==> config.mk <==
export PLATFORM = sky130hd
export DESIGN_NAME = kii_top
export DESIGN_NICKNAME = d
export VERILOG_FILES = /design/src/rtl/kii_line_det.v /design/src/rtl/kii_top.v
export VERILOG_INCLUDE_DIRS = /design/src /design/src/rtl
export SDC_FILE = /design/constraint.sdc
export NUM_CORES = 1
export LEC_CHECK = 0
export BUFFER_PORTS_ARGS = -buffer_cell sky130_fd_sc_hd__buf_2
export CORE_MARGIN = 2
export CORE_UTILIZATION = 30
export DETAILED_ROUTE_END_ITERATION = 10
export GPL_TIMING_DRIVEN = 0
export HOLD_SLACK_MARGIN = 0.15
export SLEW_MARGIN = 20
export SYNTH_ARGS = -nofsm -noshare
export SYNTH_HDL_FRONTEND = slang
export SYNTH_SLANG_ARGS = --single-unit
==> constraint.sdc <==
create_clock -name pclk -period 3.5 [get_ports pclk]
set_clock_uncertainty 0.1 [all_clocks]
set_input_delay 0 -clock pclk [delete_from_list [all_inputs] [get_ports pclk]]
set_output_delay 0 -clock pclk [all_outputs]
set_load 0.1 [all_outputs]
==> src/rtl/kii_defs.vh <==
// Purpose: Constants for the keyboard input interrupt block.
// Assumes: APB slave, 32-bit data, one aligned word per register.
// Notes: Offsets are byte addresses; 8-bit registers sit in bits 7:0.
`ifndef KII_DEFS_VH
`define KII_DEFS_VH

// ----------------------------------------------------------------
// Register byte offsets
// ----------------------------------------------------------------
`define KII_OFS_STATUS_CONTROL 12'h000
`define KII_OFS_PIN_ENABLE 12'h004
`define KII_OFS_EVT_STATUS 12'h008
`define KII_OFS_EVT_MASK 12'h00C
`define KII_OFS_LINE_STATE 12'h010

// ----------------------------------------------------------------
// Status/control field positions
// ----------------------------------------------------------------
`define KII_BIT_MODE 0
`define KII_BIT_IRQ_EN 1
`define KII_BIT_ACK 2
`define KII_BIT_FLAG 3
`define KII_POL_LSB 4
`define KII_POL_MSB 7

// ----------------------------------------------------------------
// Event status bit positions and width
// ----------------------------------------------------------------
`define KII_EVT_KEY 0
`define KII_EVT_WAKE 1
`define KII_EVT_BUSERR 2
`define KII_EVT_W 3

// ----------------------------------------------------------------
// Reset values
// ----------------------------------------------------------------
`define KII_RST_CTRL 8'h00
`define KII_RST_PIN_EN 8'h00
`define KII_RST_EVT 3'h0

`endif

==> src/rtl/kii_line_det.v <==
// Purpose: Per-line level and edge detection for the key inputs.
// Assumes: Inputs synchronous to pclk.
// Notes: Outputs are combinational from one sample flop per line.
`timescale 1ns/1ns

module kii_line_det #(
   parameter NUM_LINES = 8, // Number of key lines
   parameter POL_LINES = 4 // Upper lines with polarity choice
) (
   pclk,
   presetn,
   key_in,
   pol_sel,
   asserted,
   rise_asserted,
   was_asserted
);
   input wire pclk;
   input wire presetn;
   input wire [NUM_LINES-1:0] key_in;
   input wire [POL_LINES-1:0] pol_sel;
   output wire [NUM_LINES-1:0] asserted;
   output wire [NUM_LINES-1:0] rise_asserted;
   output wire [NUM_LINES-1:0] was_asserted;

   // ----------------------------------------------------------------
   // Asserted level per line
   // ----------------------------------------------------------------
   genvar gi;
   generate
      for (gi = 0; gi < NUM_LINES; gi = gi + 1) begin : g_line
         if (gi >= NUM_LINES - POL_LINES) begin : g_pol
            // High or rising when select is one
            assign asserted[gi] = pol_sel[gi-(NUM_LINES-POL_LINES)] ?
               key_in[gi] : ~key_in[gi];
         end else begin : g_fix
            // Low or falling only
            assign asserted[gi] = ~key_in[gi];
         end
      end
   endgenerate

   // ----------------------------------------------------------------
   // Previous sample of asserted state
   // ----------------------------------------------------------------
   reg [NUM_LINES-1:0] prev_ff; // Asserted state last cycle

   // Starts as asserted so a held line gives no edge
   always @(posedge pclk or negedge presetn) begin
      if (!presetn) begin
         prev_ff <= {NUM_LINES{1'b1}};
      end else begin
         prev_ff <= asserted;
      end
   end

   // Edge only from the deasserted level
   assign rise_asserted = asserted & ~prev_ff;
   assign was_asserted = prev_ff;

endmodule // kii_line_det

==> src/rtl/kii_top.v <==
// Purpose: Keyboard input interrupt block with APB register access.
// Assumes: Key inputs synchronous to pclk; mode inputs from power logic.
// Notes: One wait state on every APB access; irq is a level.
//
// The register offsets and the APB slave port are this design's own decisions.
`timescale 1ns/1ns
`include "kii_defs.vh"

module kii_top #(
   parameter NUM_LINES = 8, // Key input lines
   parameter POL_LINES = 4, // Lines with selectable polarity
   parameter ADDR_W = 12 // APB address width
) (
   pclk,
   presetn,
   psel,
   penable,
   pwrite,
   paddr,
   pwdata,
   prdata,
   pready,
   pslverr,
   key_in,
   wait_mode,
   stop_mode,
   irq,
   wake_req
);
   input wire pclk; // Bus clock
   input wire presetn; // Async reset, active low
   input wire psel; // APB select
   input wire penable; // APB access phase
   input wire pwrite; // APB direction
   input wire [ADDR_W-1:0] paddr; // APB byte address
   input wire [31:0] pwdata; // APB write data
   output wire [31:0] prdata; // APB read data
   output wire pready; // APB ready
   output wire pslverr; // APB error
   input wire [NUM_LINES-1:0] key_in; // Key lines
   input wire wait_mode; // Processor in wait mode
   input wire stop_mode; // Processor in stop3 mode
   output wire irq; // Interrupt request level
   output wire wake_req; // Wake-up request level

   // ----------------------------------------------------------------
   // Address decode helper
   // ----------------------------------------------------------------
   // One-hot select of the register addressed
   function [4:0] reg_sel;
      input [ADDR_W-1:0] addr;
      begin
         reg_sel = 5'h00;
         case (addr[11:0])
            `KII_OFS_STATUS_CONTROL: reg_sel = 5'h01;
            `KII_OFS_PIN_ENABLE: reg_sel = 5'h02;
            `KII_OFS_EVT_STATUS: reg_sel = 5'h04;
            `KII_OFS_EVT_MASK: reg_sel = 5'h08;
            `KII_OFS_LINE_STATE: reg_sel = 5'h10;
            default: reg_sel = 5'h00;
         endcase
      end
   endfunction

   // ----------------------------------------------------------------
   // Registers
   // ----------------------------------------------------------------
   reg [POL_LINES-1:0] line_polarity_select_ff; // Polarity per line
   reg key_event_flag_ff; // Shared event flag
   reg key_irq_enable_ff; // Interrupt enable
   reg detect_mode_select_ff; // 0 edge, 1 edge and level
   reg [NUM_LINES-1:0] line_trigger_enable_ff; // Pin enables
   reg [`KII_EVT_W-1:0] evt_status_ff; // Sticky events
   reg [`KII_EVT_W-1:0] evt_mask_ff; // Event mask
   reg [31:0] prdata_ff; // Read data
   reg pready_ff; // Ready
   reg pslverr_ff; // Error
   reg irq_ff; // Interrupt output
   reg wake_ff; // Wake output
   reg wake_prev_ff; // Wake last cycle, for event edge

   // Control register reset value, split into fields at reset
   localparam [7:0] RST_CTRL = `KII_RST_CTRL;

   // Next values
   reg [POL_LINES-1:0] nxt_line_polarity_select;
   reg nxt_key_event_flag;
   reg nxt_key_irq_enable;
   reg nxt_detect_mode_select;
   reg [NUM_LINES-1:0] nxt_line_trigger_enable;
   reg [`KII_EVT_W-1:0] nxt_evt_status;
   reg [`KII_EVT_W-1:0] nxt_evt_mask;
   reg [31:0] nxt_prdata;
   reg nxt_pready;
   reg nxt_pslverr;
   reg nxt_irq;
   reg nxt_wake;

   // ----------------------------------------------------------------
   // Bus phase decode
   // ----------------------------------------------------------------
   wire [4:0] sel; // Addressed register
   wire acc_first; // First access cycle, answer prepared
   wire acc_done; // Completing edge of a transfer
   wire wr_done; // Write takes effect
   wire unmapped; // No register at address

   assign sel = reg_sel(paddr);
   assign unmapped = (sel == 5'h00);
   assign acc_first = psel & penable & ~pready_ff;
   assign acc_done = psel & penable & pready_ff;
   // Commit only at the edge that ends the access, never on error
   assign wr_done = acc_done & pwrite & ~pslverr_ff;

   // ----------------------------------------------------------------
   // Line detection
   // ----------------------------------------------------------------
   wire [NUM_LINES-1:0] asserted; // Line at asserted level
   wire [NUM_LINES-1:0] rise_asserted; // Deasserted to asserted
   wire [NUM_LINES-1:0] was_asserted; // Asserted last cycle

   kii_line_det #(
      .NUM_LINES(NUM_LINES),
      .POL_LINES(POL_LINES)
   ) u_det (
      .pclk(pclk),
      .presetn(presetn),
      .key_in(key_in),
      .pol_sel(line_polarity_select_ff),
      .asserted(asserted),
      .rise_asserted(rise_asserted),
      .was_asserted(was_asserted)
   );

   // ----------------------------------------------------------------
   // Trigger logic
   // ----------------------------------------------------------------
   wire [NUM_LINES-1:0] en_rise; // Edges on enabled lines
   wire [NUM_LINES-1:0] en_held; // Enabled lines held asserted
   wire edge_evt; // Edge trigger this cycle
   wire level_hold; // Level keeps flag set
   wire ack_wr; // Acknowledge written

   // Changing polarity of an enabled line can look like an edge;
   // software should acknowledge after reconfiguring a line
   // Disabled lines produce nothing
   assign en_rise = rise_asserted & line_trigger_enable_ff;
   assign en_held = asserted & was_asserted & line_trigger_enable_ff;
   // In level mode other enabled lines must stay deasserted
   assign edge_evt = (|en_rise) &
      ~(detect_mode_select_ff & (|en_held));
   // Level mode keeps the flag while any enabled line asserted
   assign level_hold = detect_mode_select_ff &
      (|(asserted & line_trigger_enable_ff));
   assign ack_wr = wr_done & sel[0] & pwdata[`KII_BIT_ACK];

   // ----------------------------------------------------------------
   // Register next-state logic
   // ----------------------------------------------------------------
   // Writes, flag set and sticky events
   always @* begin
      nxt_line_polarity_select = line_polarity_select_ff;
      nxt_key_irq_enable = key_irq_enable_ff;
      nxt_detect_mode_select = detect_mode_select_ff;
      nxt_line_trigger_enable = line_trigger_enable_ff;
      nxt_evt_mask = evt_mask_ff;
      // Control writes
      if (wr_done && sel[0]) begin
         nxt_line_polarity_select =
            pwdata[`KII_POL_MSB:`KII_POL_LSB];
         nxt_key_irq_enable = pwdata[`KII_BIT_IRQ_EN];
         nxt_detect_mode_select = pwdata[`KII_BIT_MODE];
      end
      // Pin enable writes
      if (wr_done && sel[1]) begin
         nxt_line_trigger_enable = pwdata[NUM_LINES-1:0];
      end
      // Mask writes
      if (wr_done && sel[3]) begin
         nxt_evt_mask = pwdata[`KII_EVT_W-1:0];
      end
      // Flag: clear by acknowledge, set wins
      nxt_key_event_flag = key_event_flag_ff & ~ack_wr;
      if (edge_evt || level_hold) begin
         nxt_key_event_flag = 1'b1;
      end
      // Sticky events: write one clears, new event wins
      nxt_evt_status = evt_status_ff;
      if (wr_done && sel[2]) begin
         nxt_evt_status = evt_status_ff & ~pwdata[`KII_EVT_W-1:0];
      end
      if (edge_evt) begin
         nxt_evt_status[`KII_EVT_KEY] = 1'b1;
      end
      // Wake rise marks the event once per wake-up
      if (wake_ff && !wake_prev_ff) begin
         nxt_evt_status[`KII_EVT_WAKE] = 1'b1;
      end
      if (acc_first && unmapped) begin
         nxt_evt_status[`KII_EVT_BUSERR] = 1'b1;
      end
   end

   // ----------------------------------------------------------------
   // Bus answer logic
   // ----------------------------------------------------------------
   // One wait state, then ready with data or error
   always @* begin
      nxt_pready = acc_first;
      nxt_pslverr = acc_first & unmapped;
      nxt_prdata = 32'h00000000;
      if (acc_first && !pwrite) begin
         case (sel)
            5'h01: begin
               // Acknowledge bit always reads zero
               nxt_prdata[`KII_POL_MSB:`KII_POL_LSB] =
                  line_polarity_select_ff;
               nxt_prdata[`KII_BIT_FLAG] = key_event_flag_ff;
               nxt_prdata[`KII_BIT_IRQ_EN] = key_irq_enable_ff;
               nxt_prdata[`KII_BIT_MODE] =
                  detect_mode_select_ff;
            end
            5'h02: begin
               nxt_prdata[NUM_LINES-1:0] = line_trigger_enable_ff;
            end
            5'h04: begin
               nxt_prdata[`KII_EVT_W-1:0] = evt_status_ff;
            end
            5'h08: begin
               nxt_prdata[`KII_EVT_W-1:0] = evt_mask_ff;
            end
            5'h10: begin
               nxt_prdata[NUM_LINES-1:0] = key_in;
            end
            default: begin
               nxt_prdata = 32'h00000000;
            end
         endcase
      end
   end

   // ----------------------------------------------------------------
   // Interrupt and wake logic
   // ----------------------------------------------------------------
   // Level request from flag and enable, or unmasked events
   always @* begin
      // Unmasked sticky events share the one request line
      nxt_irq = (key_event_flag_ff & key_irq_enable_ff) |
         (|(evt_status_ff & evt_mask_ff));
      nxt_wake = 1'b0;
      if (stop_mode) begin
         // Edge detector bypassed: asserted level wakes
         nxt_wake = |(asserted & line_trigger_enable_ff);
      end else if (wait_mode) begin
         nxt_wake = key_event_flag_ff;
      end
   end

   // ----------------------------------------------------------------
   // State registers
   // ----------------------------------------------------------------
   // All controls and flag clear at reset
   always @(posedge pclk or negedge presetn) begin
      if (!presetn) begin
         // Control fields take the register's reset value
         line_polarity_select_ff <=
            RST_CTRL[`KII_POL_MSB:`KII_POL_LSB];
         key_event_flag_ff <= RST_CTRL[`KII_BIT_FLAG];
         key_irq_enable_ff <= RST_CTRL[`KII_BIT_IRQ_EN];
         detect_mode_select_ff <= RST_CTRL[`KII_BIT_MODE];
         line_trigger_enable_ff <= `KII_RST_PIN_EN;
         evt_status_ff <= `KII_RST_EVT;
         evt_mask_ff <= `KII_RST_EVT;
         prdata_ff <= 32'h00000000;
         pready_ff <= 1'b0;
         pslverr_ff <= 1'b0;
         irq_ff <= 1'b0;
         wake_ff <= 1'b0;
         wake_prev_ff <= 1'b0;
      end else begin
         line_polarity_select_ff <= nxt_line_polarity_select;
         key_event_flag_ff <= nxt_key_event_flag;
         key_irq_enable_ff <= nxt_key_irq_enable;
         detect_mode_select_ff <= nxt_detect_mode_select;
         line_trigger_enable_ff <= nxt_line_trigger_enable;
         evt_status_ff <= nxt_evt_status;
         evt_mask_ff <= nxt_evt_mask;
         prdata_ff <= nxt_prdata;
         pready_ff <= nxt_pready;
         pslverr_ff <= nxt_pslverr;
         irq_ff <= nxt_irq;
         wake_ff <= nxt_wake;
         wake_prev_ff <= wake_ff;
      end
   end

   // ----------------------------------------------------------------
   // Outputs
   // ----------------------------------------------------------------
   assign prdata = prdata_ff;
   assign pready = pready_ff;
   assign pslverr = pslverr_ff;
   assign irq = irq_ff;
   assign wake_req = wake_ff;

endmodule // kii_top

# [Yosys cells after proc, flatten, opt, wreduce, memory -nomap -nowiden]
# Index checks and enable logic that the tools add are counted.
[classes] n_eq_ne=9 n_mux=16 n_bitwise=35 reduce_logical=19
[op_table] operator="$and A8 B8 Y8" count=5
[op_table] operator="$pmux W5 S5" count=1
[op_table] operator="$eq A12 B4 Y1 const B" count=2
[op_table] operator="$reduce_or A8 Y1" count=3
[op_table] operator="$pmux W5 S3" count=1
[op_table] operator="$and A1 B1 Y1" count=13
[op_table] operator="$eq A12 B3 Y1 const B" count=1
[op_table] operator="$eq A12 B5 Y1 const B" count=1
[op_table] operator="$logic_not A12 Y1" count=1
[op_table] operator="$not A1 Y1" count=12
[op_table] operator="$mux W1" count=10
[op_table] operator="$pmux W2 S5" count=1
[op_table] operator="$mux W8" count=1
[op_table] operator="$not A8 Y8" count=1
[op_table] operator="$logic_and A1 B1 Y1" count=7
[op_table] operator="$and A3 B3 Y3" count=2
[op_table] operator="$reduce_bool A2 Y1" count=3
[op_table] operator="$eq A5 B1 Y1 const B" count=1
[op_table] operator="$eq A5 B2 Y1 const B" count=1
[op_table] operator="$eq A5 B3 Y1 const B" count=1
[op_table] operator="$eq A5 B4 Y1 const B" count=1
[op_table] operator="$eq A5 B5 Y1 const B" count=1
[op_table] operator="$logic_not A5 Y1" count=1
[op_table] operator="$pmux W1 S4" count=1
[op_table] operator="other kinds (6)" count=7
[totals] regBits=66 input_bits=59 output_inout_bits=36

# [Depth between registers and ports, before layout]
[depth] depth_word=10 mapped_depth=6 ltp_nobuf=5

# [Hierarchy]
# Synthesis repeated with hierarchy kept, for this count alone.
[unflattened] cells_unflattened=205 area_unflattened_um2=2193.4
[by_module_without_submodules] module="kii_top" n_inst=1 cells_per_inst=181 area_per_inst_um2=1883.1 seq_area_each_um2=850.8
[by_module_without_submodules] module="kii_line_det" n_inst=1 cells_per_inst=24 area_per_inst_um2=310.3 seq_area_each_um2=210.2

# [Worst setup path after synthesis]
# No wires, ideal clock.
[synth_path] path_kind="reg-to-reg" startpoint="reg pready_ff, in the netlist pready" endpoint="reg line_trigger_enable_ff[4]" setup_ns=0.127 t_arrival_ns=2.092 required_time_ns=3.273 setup_slack_ns=1.181 path_stages_with_launch=7 path_cell_list="dfrtp_1 > nand2_1 > or3_1 > inv_1 > and2_1 > buf_4 > mux2_1"
[synth_between] elab_chain_cells=4
[synth_lines] item="start: declaration" line="kii_top.v:76" text="reg pready_ff;"
[synth_lines] item="start signal: assignment" line="kii_top.v:289" text="pready_ff <= nxt_pready;"
[synth_lines] item="$and A1 B1 Y1" line="kii_top.v:111" text="assign acc_done = psel & penable & pready_ff;"
[synth_lines] item="$and A1 B1 Y1 (2 in series)" line="kii_top.v:113" text="assign wr_done = acc_done & pwrite & ~pslverr_ff;"
[synth_lines] item="$logic_and A1 B1 Y1" line="kii_top.v:175" text="if (wr_done && sel[1]) begin"
[synth_lines] item="end signal: assignment" line="kii_top.v:271" text="line_trigger_enable_ff <= `KII_RST_PIN_EN;"
[synth_lines] item="end signal: assignment" line="kii_top.v:285" text="line_trigger_enable_ff <= nxt_line_trigger_enable;"
[synth_lines] item="end: declaration" line="kii_top.v:72" text="reg [NUM_LINES-1:0] line_trigger_enable_ff;"
# Every way passes these cells.
# A chain may end at the register's enable or synchronous reset.

# [Worst setup path in the final report]
[layout_path] startpoint="reg line_polarity_select_ff[1]" endpoint="reg wake_ff, in the netlist wake_req"
[layout_between] elab_chain_cells=4
[layout_lines] item="start: declaration" line="kii_top.v:68" text="reg [POL_LINES-1:0] line_polarity_select_ff;"
[layout_lines] item="start signal: assignment" line="kii_top.v:266" text="line_polarity_select_ff <="
[layout_lines] item="start signal: assignment" line="kii_top.v:281" text="line_polarity_select_ff <= nxt_line_polarity_select;"
[layout_lines] item="$mux W1" line="kii_line_det.v:34" text="assign asserted[gi] = pol_sel[gi-(NUM_LINES-POL_LINES)] ?"
[layout_lines] item="via asserted[5]" line="kii_top.v:118" text="wire [NUM_LINES-1:0] asserted;"
[layout_lines] item="$and A8 B8 Y8" line="kii_top.v:253" text="nxt_wake = |(asserted & line_trigger_enable_ff);"
[layout_lines] item="$reduce_or A8 Y1" line="kii_top.v:253"
[layout_lines] item="$mux W1" line="kii_top.v:251" text="if (stop_mode) begin"
[layout_lines] item="via nxt_wake" line="kii_top.v:97" text="reg nxt_wake;"
[layout_lines] item="end signal: assignment" line="kii_top.v:292" text="wake_ff <= nxt_wake;"
[layout_lines] item="end: declaration" line="kii_top.v:79" text="reg wake_ff;"
# The timed path passes the listed nets, and every way through them passes these cells.

==> results.md <==
* Synthesized area per cell at 10.8 um2
* Worst Slack Setup Final at 1.53 ns
* Comb pwr share at 0.233
* Met2 routed WL at 2320 um
* Detail Route Antenna Nets at 0
* Via count at 1722
* Overflow after GRT at 0
* Antenna violations before repair at 0
* CP startpoint kind: flop
* Pre-CTS WS at 1.56 ns
* FILL cells at 718
* CTS clock-pin slew for the worst setup and hold paths at 0.08 ns
* Switching power at 0.000339 W
* Hold Crit Start: paddr[0]
* Final TNS setup at 0 ns
* Register Area at 1060 um2
* Max Cap Viol at 0
* Max clock buf depth at 2
* Min-Delay Path Class: in2reg
* GPL Wtd Cong at 0.788
* Final Slew Violations at 0
* Pleak at 1.45 nW
* Clk_lat worst skew at 0.29 ns
* Drt wl/cell at 12.0 um
* Die Span Y at 89.6 um
* First-pass GRT wire length at 7680 um
* Top Layer Used: met4
* P_int at 0.000725 W
* FP Rows at 31
* DP HPWL at 3680 um
* # DRC at 0
* Port buffer count at 44
* Status: finished, final reports clean
* Yosys warns at 0
* Num CTS Buffers at 5
* H-tree depth at 2
* Worst Path Arrival at 2.05 ns
* Layout cell share with drive strength beyond 1 at 0.337
* Synth unique cells at 41
* Area of the multi-input gates at 971 um2
* Post-Syn Area at 2200 um2
* Largest net degree at the start of global routing at 43
* Gate count after technology mapping at 204
* CTS tree: yes
* Met1 WL at 2210 um
* I/O pins at 95
* Area growth syn-to-layout at 34.7%
* DRT Pass-1 Iters at 4
* Peak VDD IR at 0.138 mV
* Flops & latches, synth at 42
* Sequential share of power at 0.470
* Antenna diodes at 0
* Post-synth top area share at 0.387
* RSZ-0062 raised after global routing: false
* Starting Density at 0.306
* Crit path capture type: flop
* Kind of critical path: reg2reg
* Hold Violations, Final at 0
* Clock network fraction of total power at 0.297
* Sw Share at 0.319
* GRT Total Usage at 0.127
* Fmax achieved at 0.507 GHz
* Root Buffer: clkbuf_8
* Met3 routed WL at 230 um
* Worst reg2reg startpoint: line_polarity_select_ff[1]
* Crit path time final at 1.97 ns
* Die footprint at 8020 um2
* Via-to-Cell Ratio at 4.28
* Tcrit/Tclk final at 0.563
* Final setup viols at 0
* Hold Path Sink: evt_status_ff[2]
* Worst Tran Pin Value at 0.904 ns
* Vias in the first global route at 1612
* Drt total wl at 4830 um
* Synth area leaders: dfrtp_1, dfstp_2, buf_4
* Clock sinks at 42
* Reg2Reg Setup Slack at 1.53 ns
* Nets at 361
* CP required at 3.58 ns
* Hold depth at 6
* CP Max Fanout at 3
* Cell accounting for the most synthesized area: dfrtp_1
* Most frequent cells in the layout: buf_2, dfrtp_1, buf_4
* DR iter-0 viols at 89
* P per Cell Area at 360 nW/um2
* Core area at 7180 um2
* Commonest non-fill, non-tap cell in the layout: buf_2
* FF-to-FF path depth at 6
* Worst R2R End: wake_req
* Slew HR at 0.397
* Chip Width at 89.6 um
* Register area share after synthesis at 0.483
[synth_stat cells]
library cell / n
conb_1: 1
nor4b_4: 1
clkbuf_1: 1
and2_1: 2
nand3_2: 1
mux2_2: 9
a221o_1: 1
nand2_1: 15
dfstp_2: 8
inv_1: 10
or2_2: 1
buf_2: 3
xnor2_1: 5
a32o_1: 1
or3_1: 1
nand4_1: 2
a21oi_1: 1
o21ai_0: 6
o22ai_1: 5
a211o_1: 1
o31a_1: 1
nor4_1: 2
nand3_1: 5
o41ai_1: 1
a22o_1: 1
nor4_2: 1
mux2_1: 4
and3_1: 3
nand3b_1: 5
mux2i_1: 10
a22oi_1: 4
nor2_1: 12
nand2b_1: 2
dfrtp_1: 34
nor3_1: 3
nor4_4: 1
a21boi_0: 1
nor3b_1: 5
buf_4: 26
a21o_1: 3
a2bb2oi_1: 5
[power by group through the flow]
stage                     combinational, W  clock (W)  sequential, W
after global placement            0.000226          0       0.000509
after CTS                         0.000248   0.000325       0.000500
after floorplan                   0.000167          0       0.000524
after global routing              0.000263   0.000348       0.000501
after detailed placement          0.000227          0       0.000510
final                             0.000248   0.000316       0.000501
[layout make-up]
type | instances | area share
Sequential cell | 42 | 0.359
Multi-Input combinational cell | 145 | 0.328
Tap cell | 99 | 0.0419
Timing Repair Buffer | 68 | 0.156
Inverter | 10 | 0.0127
Buffer | 30 | 0.0723
Clock inverter | 1 | 0.00169
Clock buffer | 7 | 0.0292
[state kept, by name (all words and copies together) (netlist names)]
signal,count
u_det.was_asserted,8
key_event_flag_ff,1
wake_req,1
evt_status_ff,3
line_trigger_enable_ff,8
wake_prev_ff,1
pready,1
prdata,8
line_polarity_select_ff,4
key_irq_enable_ff,1
detect_mode_select_ff,1
pslverr,1
evt_mask_ff,3
irq,1
[critical path, cell delays in order (launching register included)]
cell and delay, ns:
dfrtp_1 0.41, xnor2_1 0.16, nand2_1 0.10, nor3b_1 0.20, nand4_1 0.15, a21o_1 0.20
dlygate4sd3_1 0.54
[per-layer routing]
metal	up-vias	global-route usage
met2	42	0.208
met1	809	0.163
met3	6	0.0320
met5	-	0
li1	865	-
met4	0	0.0434
[cell families after synthesis]
kind of cell | share of synthesized area
other | 0.00171
multiplexers | 0.112
XOR/XNOR | 0.0199
AND/OR/NAND/NOR | 0.166
buffers and inverters | 0.114
AO/OA/AOI/OAI | 0.103
flip-flops | 0.483
[stage by stage]
| stage | cells | hold slack [ns] | power [W] | instance area [um2] | util |
|---|---|---|---|---|---|
| global route | 402 | 0.224 | 0.00111 | 2960 | 0.412 |
| global placement | 370 | 0.0810 | 0.000735 | 2630 | 0.366 |
| finish | 402 | 0.173 | 0.00106 | 2960 | 0.412 |
| CTS | 402 | 0.170 | 0.00107 | 2960 | 0.412 |
| detailed placement | 370 | 0.0882 | 0.000737 | 2630 | 0.366 |
| floorplan | 227 | -0.396 | 0.000691 | 2280 | - |
[what timing repair did]
item | in CTS | in global routing
endpoints found under the hold margin | 74 | 0
hold buffers | 24 | 0
resized for setup | 0 | 0
setup buffers | 0 | 0
[worst max-delay path by stage]
stage,startpoint,to,slack [ns],cells past startpoint
after floorplan,pready,line_trigger_enable_ff[4],1.18,6
after global placement,pslverr,key_event_flag_ff,1.57,4
after detailed placement,pslverr,key_event_flag_ff,1.56,4
after CTS,line_polarity_select_ff[1],wake_req,1.50,6
after global routing,line_polarity_select_ff[1],wake_req,1.37,6
final,line_polarity_select_ff[1],wake_req,1.53,6
(Power assumes the default switching activity.)
